<file path="src/reset_cond_pkg.sv">
// Constants for the reset initial-conditions block
`default_nettype none
package reset_cond_pkg;
  localparam logic [7:0] PORT_RESET_VAL   = 8'hff;
  localparam logic [7:0] WDCTRL_RESET_VAL = 8'h53;
  localparam logic [7:0] PCL_RESET_VAL    = 8'h00;
  localparam logic [7:0] ZERO_BYTE        = 8'h00;
  localparam logic [7:0] INT_OFF_VAL      = 8'h00;
  localparam logic [2:0] STACK_TOP        = 3'h0;
  localparam logic [7:0] WD_COUNT_ZERO    = 8'h00;
  localparam logic [7:0] WD_COUNT_ONE     = 8'h01;
  localparam int         REG_W            = 8;
  typedef enum logic [1:0] {
    KIND_NONE,
    KIND_FULL,
    KIND_WAKE
  } reset_kind_t;
endpackage : reset_cond_pkg
`default_nettype wire

</file>
<file path="src/reset_initial_conditions.sv">
// Reset-cause flags and per-reset-type register initial values
// Operation
// - Keep timeout and powerdown flags, updated by halt entry and watchdog.
// - Power-on reset clears both flags.
// - Low-voltage reset in run mode leaves both flags unchanged.
// - Watchdog reset in run mode sets timeout, keeps powerdown.
// - Watchdog reset in halt mode sets both flags.
// - Power-on reset disables all interrupts.
// - Power-on clears the watchdog counter; watchdog then counts.
// - Power-on reset turns the timer module off.
// - Power-on reset makes every I/O line an input.
// - Power-on reset sets the stack pointer to the stack top.
// - Full resets load port ones and watchdog control 0101 0011.
// - Pointers and accumulator unchanged by watchdog resets.
// - Program counter low byte clears on every reset type.
// - Power-on reset clears the program counter.
// - Watchdog reset in halt touches only program counter low byte, stack, flags and last reset kind.
`default_nettype none
module reset_initial_conditions
  import reset_cond_pkg::*;
(
  input  wire logic       MCLK,
  input  wire logic       RST,
  input  wire logic       POR_REQ,
  input  wire logic       LOW_VOLTAGE_RESET,
  input  wire logic       WATCHDOG_TIMEOUT,
  input  wire logic       HALT_MODE,
  input  wire logic       HALT_ENTER,
  input  wire logic       WATCHDOG_CLEAR,
  input  wire logic       REG_WR,
  input  wire logic [2:0] REG_SEL,
  input  wire logic [7:0] REG_WDATA,
  output logic            TIMEOUT_FLAG,
  output logic            POWERDOWN_FLAG,
  output logic [7:0]      PROGRAM_COUNTER_LOW,
  output logic [2:0]      STACK_POINTER,
  output logic [7:0]      INT_ENABLE,
  output logic [7:0]      WATCHDOG_COUNT,
  output logic            TIMER_ON,
  output logic [7:0]      PORT_A_DATA,
  output logic [7:0]      PORT_A_DIRECTION,
  output logic [7:0]      WATCHDOG_CONTROL,
  output logic [7:0]      ACCUMULATOR,
  output logic [7:0]      MEMORY_POINTER_ZERO,
  output logic [7:0]      TABLE_POINTER,
  output logic [2:0]      LAST_RESET_KIND
);
  // ----------------------------------------------------------------
  // Input synchronisers
  // ----------------------------------------------------------------
  logic [3:0] sync1_q;
  logic [3:0] sync2_q;
  always_ff @(posedge MCLK) begin
    sync1_q <= {POR_REQ, LOW_VOLTAGE_RESET, WATCHDOG_TIMEOUT, HALT_MODE};
    sync2_q <= sync1_q;
  end
  wire por_s  = sync2_q[3];
  wire lvr_s  = sync2_q[2];
  wire wdt_s  = sync2_q[1];
  wire halt_s = sync2_q[0];

  // ----------------------------------------------------------------
  // Reset type decode
  // ----------------------------------------------------------------
  wire por_ev   = RST | por_s;
  wire lvr_ev   = ~por_ev & lvr_s & ~halt_s;
  wire wdrun_ev = ~por_ev & ~lvr_s & wdt_s & ~halt_s;
  wire wdhlt_ev = ~por_ev & ~lvr_s & wdt_s & halt_s;
  // Full reset loads defined register values
  wire full_ev  = por_ev | lvr_ev | wdrun_ev;
  wire any_ev   = full_ev | wdhlt_ev;

  // ----------------------------------------------------------------
  // Reset-cause flags
  // ----------------------------------------------------------------
  logic to_q;
  logic to_d;
  logic pd_q;
  logic pd_d;
  always_comb begin
    to_d = to_q;
    pd_d = pd_q;
    if (por_ev) begin
      to_d = 1'b0;
      pd_d = 1'b0;
    end else if (wdhlt_ev) begin
      to_d = 1'b1;
      pd_d = 1'b1;
    end else if (wdrun_ev) begin
      to_d = 1'b1;
    end else if (lvr_ev) begin
      to_d = to_q;
    end else if (HALT_ENTER) begin
      to_d = 1'b0;
      pd_d = 1'b1;
    end else if (WATCHDOG_CLEAR) begin
      to_d = 1'b0;
      pd_d = 1'b0;
    end
  end
  always_ff @(posedge MCLK) begin
    to_q <= to_d;
    pd_q <= pd_d;
  end

  // ----------------------------------------------------------------
  // Program counter, stack, control state
  // ----------------------------------------------------------------
  logic [7:0] pcl_q;
  logic [2:0] sp_q;
  logic [7:0] inten_q;
  logic [7:0] wdcnt_q;
  logic       tmr_q;
  wire wr_pcl = REG_WR & (REG_SEL == 3'h0);
  wire wr_int = REG_WR & (REG_SEL == 3'h1);
  wire wr_tmr = REG_WR & (REG_SEL == 3'h2);
  always_ff @(posedge MCLK) begin
    if (any_ev) begin
      pcl_q <= PCL_RESET_VAL;
      sp_q  <= STACK_TOP;
    end else if (wr_pcl) begin
      pcl_q <= REG_WDATA;
    end
  end
  always_ff @(posedge MCLK) begin
    if (full_ev) begin
      inten_q <= INT_OFF_VAL;
      tmr_q   <= 1'b0;
    end else begin
      if (wr_int) begin
        inten_q <= REG_WDATA;
      end
      if (wr_tmr) begin
        tmr_q <= REG_WDATA[0];
      end
    end
  end
  // Watchdog restarts from zero and counts straight away
  always_ff @(posedge MCLK) begin
    if (full_ev || WATCHDOG_CLEAR || HALT_ENTER) begin
      wdcnt_q <= WD_COUNT_ZERO;
    end else begin
      wdcnt_q <= wdcnt_q + WD_COUNT_ONE;
    end
  end

  // ----------------------------------------------------------------
  // Port and watchdog control registers
  // ----------------------------------------------------------------
  logic [7:0] pa_v;
  logic [7:0] pac_v;
  logic [7:0] wdc_v;
  hold_reg #(.INIT(PORT_RESET_VAL)) u_pa (
    .clk       (MCLK),
    .load_init (full_ev),
    .wr_en     (REG_WR & (REG_SEL == 3'h3)),
    .wr_data   (REG_WDATA),
    .value     (pa_v)
  );
  hold_reg #(.INIT(PORT_RESET_VAL)) u_pac (
    .clk       (MCLK),
    .load_init (full_ev),
    .wr_en     (REG_WR & (REG_SEL == 3'h4)),
    .wr_data   (REG_WDATA),
    .value     (pac_v)
  );
  hold_reg #(.INIT(WDCTRL_RESET_VAL)) u_wdc (
    .clk       (MCLK),
    .load_init (full_ev),
    .wr_en     (REG_WR & (REG_SEL == 3'h5)),
    .wr_data   (REG_WDATA),
    .value     (wdc_v)
  );

  // ----------------------------------------------------------------
  // Data registers with no reset value
  // ----------------------------------------------------------------
  logic [7:0] acc_q;
  logic [7:0] mp_q;
  logic [7:0] table_pointer_q;
  // Written only by software; every reset leaves them alone
  always_ff @(posedge MCLK) begin
    if (REG_WR && (REG_SEL == 3'h6)) begin
      acc_q <= REG_WDATA;
    end
    if (REG_WR && (REG_SEL == 3'h7)) begin
      mp_q   <= REG_WDATA;
      table_pointer_q <= ~REG_WDATA;
    end
  end

  // ----------------------------------------------------------------
  // Registered outputs
  // ----------------------------------------------------------------
  logic [2:0] kind_q;
  always_ff @(posedge MCLK) begin
    TIMEOUT_FLAG        <= to_q;
    POWERDOWN_FLAG      <= pd_q;
    PROGRAM_COUNTER_LOW <= pcl_q;
    STACK_POINTER       <= sp_q;
    INT_ENABLE          <= inten_q;
    WATCHDOG_COUNT      <= wdcnt_q;
    TIMER_ON            <= tmr_q;
    PORT_A_DATA         <= pa_v;
    PORT_A_DIRECTION    <= pac_v;
    WATCHDOG_CONTROL    <= wdc_v;
    ACCUMULATOR         <= acc_q;
    MEMORY_POINTER_ZERO <= mp_q;
    TABLE_POINTER       <= table_pointer_q;
    LAST_RESET_KIND     <= kind_q;
    if (por_ev) begin
      kind_q <= 3'h1;
    end else if (lvr_ev) begin
      kind_q <= 3'h2;
    end else if (wdrun_ev) begin
      kind_q <= 3'h3;
    end else if (wdhlt_ev) begin
      kind_q <= 3'h4;
    end
  end
endmodule // reset_initial_conditions
`default_nettype wire

</file>
<file path="src/hold_reg.sv">
// Register that loads a reset value, a write value, or holds
`default_nettype none
module hold_reg
  import reset_cond_pkg::*;
#(
  parameter logic [REG_W-1:0] INIT = 8'h00
) (
  input  wire logic             clk,
  input  wire logic             load_init,
  input  wire logic             wr_en,
  input  wire logic [REG_W-1:0] wr_data,
  output var  logic [REG_W-1:0] value
);
  // Unchanged bits simply hold; no transient clear
  always_ff @(posedge clk) begin
    if (load_init) begin
      value <= INIT;
    end else if (wr_en) begin
      value <= wr_data;
    end
  end
endmodule // hold_reg
`default_nettype wire

</file>
<file path="config.mk">
export PLATFORM = sky130hd
export DESIGN_NAME = reset_initial_conditions
export DESIGN_NICKNAME = d
export VERILOG_FILES = /design/src/reset_cond_pkg.sv /design/src/reset_initial_conditions.sv /design/src/hold_reg.sv
export SDC_FILE = /design/constraint.sdc
export NUM_CORES = 1
export LEC_CHECK = 0
export BUFFER_PORTS_ARGS = -buffer_cell sky130_fd_sc_hd__buf_2
export CORE_ASPECT_RATIO = 0.5
export CORE_MARGIN = 5
export CORE_UTILIZATION = 50
export DETAILED_ROUTE_END_ITERATION = 10
export HOLD_SLACK_MARGIN = 0.15
export PLACE_DENSITY = 0.81
export SLEW_MARGIN = 20
export SYNTH_ARGS = -nofsm -noshare
export SYNTH_HDL_FRONTEND = slang
export SYNTH_HIERARCHICAL = 1
export SYNTH_SLANG_ARGS = --single-unit
export TNS_END_PERCENT = 20
</file>
<file path="constraint.sdc">
create_clock -name MCLK -period 2.25 [get_ports MCLK]
set_clock_uncertainty 0.2 [all_clocks]
set_input_delay 0.45 -clock MCLK [delete_from_list [all_inputs] [get_ports MCLK]]
set_output_delay 0.45 -clock MCLK [all_outputs]
set_load 0.01 [all_outputs]
</file>
After elaboration in Yosys (flattened, before gate mapping)
Index checks and enable logic that the tools add are counted.
{"block": "word_totals", "regBits": 164, "inputBits": 20, "output_inout_bits": 81, "elab_cells": 83}
{"block": "op_classes", "n_addsub": 1, "eq_ne": 10, "mux": 12, "bitwise_logic": 20, "reduce_logical": 11}
{"cell": "bitwise AND 1 bit", "n": 12}
{"cell": "== test 3 bit (second input constant)", "n": 4}
{"cell": "two-way mux 1 bit", "n": 9}
{"cell": "adder 8 x 1 -> 8 bit (second input constant)", "n": 1}
{"cell": "NOT 8 bit", "n": 1}
{"cell": "== test 3 x 2 -> 1 bit (second input constant)", "n": 2}
{"cell": "two-way mux 2 bit", "n": 3}
{"cell": "nonzero test 3 bit", "n": 2}
{"cell": "inequality test 2 x 1 -> 1 bit (second input constant)", "n": 2}
{"cell": "OR 1 bit", "n": 4}
{"cell": "nonzero test 4 bit", "n": 1}
{"cell": "== test 3 x 1 -> 1 bit (second input constant)", "n": 1}
{"cell": "zero test 3 bit", "n": 1}
{"cell": "inequality test 3 x 1 -> 1 bit (second input constant)", "n": 1}
{"cell": "NOT 1 bit", "n": 3}
{"cell": "AND reduction 3 bit", "n": 1}
{"cell": "OR reduction 3 bit", "n": 1}
{"cell": "logical AND 1 bit", "n": 2}
{"cell": "logical OR 1 bit", "n": 2}
{"cell": "AND reduction 2 bit", "n": 1}

Depth between registers and ports, before layout
{"block": "depth", "word_depth": 8, "mapped_depth": 6, "ltp_nobuf": 4}

Modules after synthesis
Netlist, hierarchy kept.
{"module": "reset_initial_conditions", "instances": 1, "cells_per_inst": 263, "area_each_um2": 3739.8, "seq_area_each_um2": 3042.9}
{"module": "hold_reg (u_pa ...)", "instances": 2, "cells_per_inst": 26, "area_each_um2": 302.8, "seq_area_each_um2": 160.2}
{"module": "hold_reg (u_wdc)", "instances": 1, "cells_per_inst": 26, "area_each_um2": 297.8, "seq_area_each_um2": 160.2}

Worst setup path before layout
OpenSTA, ideal clock, no wires.
{"block": "synth_timing", "kind": "input port to flip-flop", "startpoint": "input REG_SEL[1]", "endpoint": "register u_pa.value[4]", "arrival_ps": 1639, "t_required_ps": 1930, "setup_slack_ps": 291, "path_stages": 6, "n_path_buf": 2, "path_cell_list": "buf_4 nand2_1 nor3b_1 buf_6 nor2b_1 a211o_1"}
{"block": "synth_via", "elab_chain_cells": 2}
{"element": "start, declared", "line_no": "reset_initial_conditions.sv:31", "rtl": "input wire logic [2:0] REG_SEL,"}
{"element": "== test 3 x 2 -> 1 bit", "line_no": "reset_initial_conditions.sv:156", "rtl": ".wr_en (REG_WR & (REG_SEL == 3'h3)),"}
{"element": "bitwise AND 1 bit", "line_no": "reset_initial_conditions.sv:156"}
{"element": "end signal, assigned", "line_no": "hold_reg.sv:19", "rtl": "value <= wr_data;"}
{"element": "end, declared", "line_no": "hold_reg.sv:12", "rtl": "output var logic [REG_W-1:0] value"}
No other way between the ends.
A chain may end at the register's enable or synchronous reset.

Worst setup path after layout
{"block": "layout_timing", "startpoint": "input RST", "endpoint": "register u_pac.value[0]"}
{"block": "layout_via", "elab_chain_cells": 6, "word_cells_on_any_way": 9}
{"element": "start, declared", "line_no": "reset_initial_conditions.sv:23", "rtl": "input wire logic RST,"}
{"element": "OR 1 bit *", "line_no": "reset_initial_conditions.sv:65", "rtl": "wire por_ev = RST | por_s;"}
{"element": "NOT 1 bit", "line_no": "reset_initial_conditions.sv:66, reset_initial_conditions.sv:67"}
{"element": "bitwise AND 1 bit (on tied branches) (2 in series)", "line_no": "reset_initial_conditions.sv:66, reset_initial_conditions.sv:67"}
{"element": "OR 1 bit / bitwise AND 1 bit (equally long branches)", "line_no": "reset_initial_conditions.sv:70, reset_initial_conditions.sv:67"}
{"element": "OR 1 bit *", "line_no": "reset_initial_conditions.sv:70", "rtl": "wire full_ev = por_ev | lvr_ev | wdrun_ev;"}
{"element": "via full_ev", "line_no": "reset_initial_conditions.sv:70"}
{"element": "end signal, assigned", "line_no": "hold_reg.sv:19"}
{"element": "end, declared", "line_no": "hold_reg.sv:12"}
Mark *: on every way through the listed nets, which the timed path passes. The rest lies on a longest branch.

==> results.toml <==
[timing]
finalCritPeriodShare_pct = 86.8
fin_ws_ps = 297
max_slew.worst_pin.slew_ps = 517
hold_ws_ps = 147
finalSetupTns_ps = 0
max_freq_mhz = 512
setup_viol = 0
finalHoldViolations = 0
slew_viol_final = 0
fin_crit_ps = 1950
rsz0062_at_grt = "no"
max-slew-margin-rel_pct = 65.5

[pwr]
p_int_uw = 4890
sequentialPowerShare_pct = 48.9
combPwrFrac_pct = 3.0
power.leakage_uw = 0.00249
peakVddDrop_v = 0.000453
clkPwrFrac_pct = 48.1
p_sw_uw = 1330
powerDensity_nw_per_um2 = 1010
p_sw_share_pct = 21.4
power.total_uw = 6220

[grt]
grt_pass1_wl_um = 14900
antenna_found_initial = 0
grt_max_degree = 34
grtUsageTotal_pct = 17.0
grt_pass1_vias = 2854
grt_overflow_total = 0

[cells_and_area]
finalInstanceArea_um2 = 6170
nets = 504
regArea_um2 = 3520
mostFrequentLayoutCells = "dfxtp_1, buf_2, dlygate4sd3_1"
layout-drive-gt1-share_pct = 31.3
multiInputGateArea_um2 = 997
antenna_cells = 0
final_common_cell = "dfxtp_1"
syn_to_final_growth_pct = 32.9
fillers = 651

[critical_path]
r2r-start = "sync2_q[0]"
arrival_ps = 2060
reg2reg_slack_ps = 580
reg2reg_depth = 4
worstSetupPathType = "in -> reg"
required_ps = 2350
timing.rr.end = "u_pac/value[0]"
end_kind = "flop"
startpoint_type = "input port"
crit_fanout = 33

[floorplanning]
initial_core_util_pct = 52.2
core-area_um2 = 8890
die_h_um = 78.1
num_rows = 24
dieWidth_um = 146
die_area_um2 = 11400
ios = 101

[placed_design]
post-place-ws_ps = 376
dpl.hpwl_um = 5450
gp_congestion = 0.774
port_buffers = 97
place_area_um2 = 5250

[routing]
num_vias = 2854
final_antenna_net_count = 0
wl_per_cell_um = 14.8
drt_pre_antenna_iters = 5
drc = 0
drt_iter0_drc = 99
viasPerCell = 4.66
wl_um = 9060

[synthesis]
seq_area_frac_synth_pct = 75.9
synthesis.area_um2 = 4640
synth_top_area_share_pct = 60.4
ys_seq_elements = 164
ys_types = 36
avgSynthCellArea_um2 = 13.6
ys_warn_count = 6
synthTopCellsByArea = "dfxtp_1, edfxtp_1, a211o_2"
synth_area_leader_cell = "dfxtp_1"
synth_cells = 341

[cts]
cts_tree = "yes"
cts.clk_slew.worst_paths_ps = 60
numCtsBuffers = 17
root_buffer = "clkbuf_16"
cts-resized-gates = 0
worstSkewPairLatency_ps = 410
clock_path_buffers = 2
cts_sinks = 164
htree_levels = 4

[hold_path]
min-delay-start = "inten_q[5]"
worst_hold_path_type = "reg -> reg"
hold_depth = 0
hold_end = "INT_ENABLE[5]"

[flow_run]
maxCapViolations = 0

[run_status]
status = "completed"
-- registers in the layout, indices dropped and copies added (netlist names), 8 cells and up --
signal               flops
ACCUMULATOR              8
INT_ENABLE               8
MEMORY_POINTER_ZERO      8
PORT_A_DATA              8
PORT_A_DIRECTION         8
PROGRAM_COUNTER_LOW      8
TABLE_POINTER            8
WATCHDOG_CONTROL         8
WATCHDOG_COUNT           8
acc_q                    8
inten_q                  8
mp_q                     8
pcl_q                    8
table_pointer_q          8
u_pa/value               8
u_pac/value              8
u_wdc/value              8
wdcnt_q                  8
-- cell usage after synthesis, drive strengths merged --
master  number
conb         1
a211o       21
and4bb       2
nand2b       1
ha           1
buf         12
nor3b        3
dfxtp      140
nor2b       21
nand4        1
o211ai       1
o21ai        7
nand3        5
mux2i       13
a21oi       14
clkbuf       1
and2         1
nor4b        1
nand2       24
xnor2        1
inv         11
or3          3
a31oi        1
xor2         2
or2          1
nand3b       1
nor2        24
edfxtp      24
nor3         1
or4b         1
o21bai       1
-- how the worst max path moves through the flow --
stage	cells after the start	startpoint	slack (ps)	to
floorplan	6	REG_SEL[1]	290	u_pa/value[4]
global placement	4	REG_SEL[2]	440	inten_q[1]
detailed placement	4	REG_SEL[2]	380	inten_q[4]
CTS	6	RST	320	u_pac/value[0]
global route	6	RST	220	u_pa/value[3]
finish	6	RST	300	u_pac/value[0]
-- final cells by class --
class | count | share of cell area (%)
clock inverter | 14 | 3.16
inverter | 11 | 0.669
clock buffer | 18 | 6.95
tap | 117 | 2.37
multi-input combinational | 155 | 16.2
sequential | 164 | 57.1
timing repair buffer | 134 | 13.6
-- worst max-delay path: stages --
cell	delay, ps
dlygate4sd3_1	530
buf_2	130
nor2_1	250
nand2_1	90
buf_4	250
a211o_2	340
-- power groups by stage --
stage / Clock (µW) / Combinational (µW) / Sequential, µW
6_report: 2990 / 186 / 3040
5_1_grt: 3210 / 203 / 3050
4_1_cts: 3040 / 187 / 3040
3_5_place_dp: 0 / 161 / 3110
3_3_place_gp: 0 / 157 / 3100
2_1_floorplan: 0 / 75.2 / 3110
-- routing by layer --
layer	share of wire [%]	global-route usage [%]	up-vias	wire, µm
met5	0	0	-	0
met4	1.7	6.85	0	156
met3	5.8	6.10	10	528
met2	51	29.4	76	4590
met1	42	19.7	1332	3780
li1	-	-	1436	-
-- kinds of logic after synthesis --
logic type / after synthesis / synth area share, %
fa+ha+maj: 1 / 0.269
xor+xnor: 3 / 0.566
simple gates: 90 / 10.3
buf+inv: 24 / 3.02
other cells: 1 / 0.0808
mux: 13 / 2.80
flops: 164 / 75.9
compound gates: 45 / 7.06
-- metrics by stage --
stage	util, %	std cells
5_1_grt	69.4	613
3_3_place_gp	59.0	551
2_1_floorplan	-	343
4_1_cts	69.4	613
6_report	69.4	613
3_5_place_dp	59.0	551
-- repair_timing --
item | 4_1_cts | 5_1_grt
buffers inserted | 0 | 0
hold buffers | 30 | 0
hold endpoints to repair | 33 | 0
No activity file was read; power rests on OpenSTA's default activity.
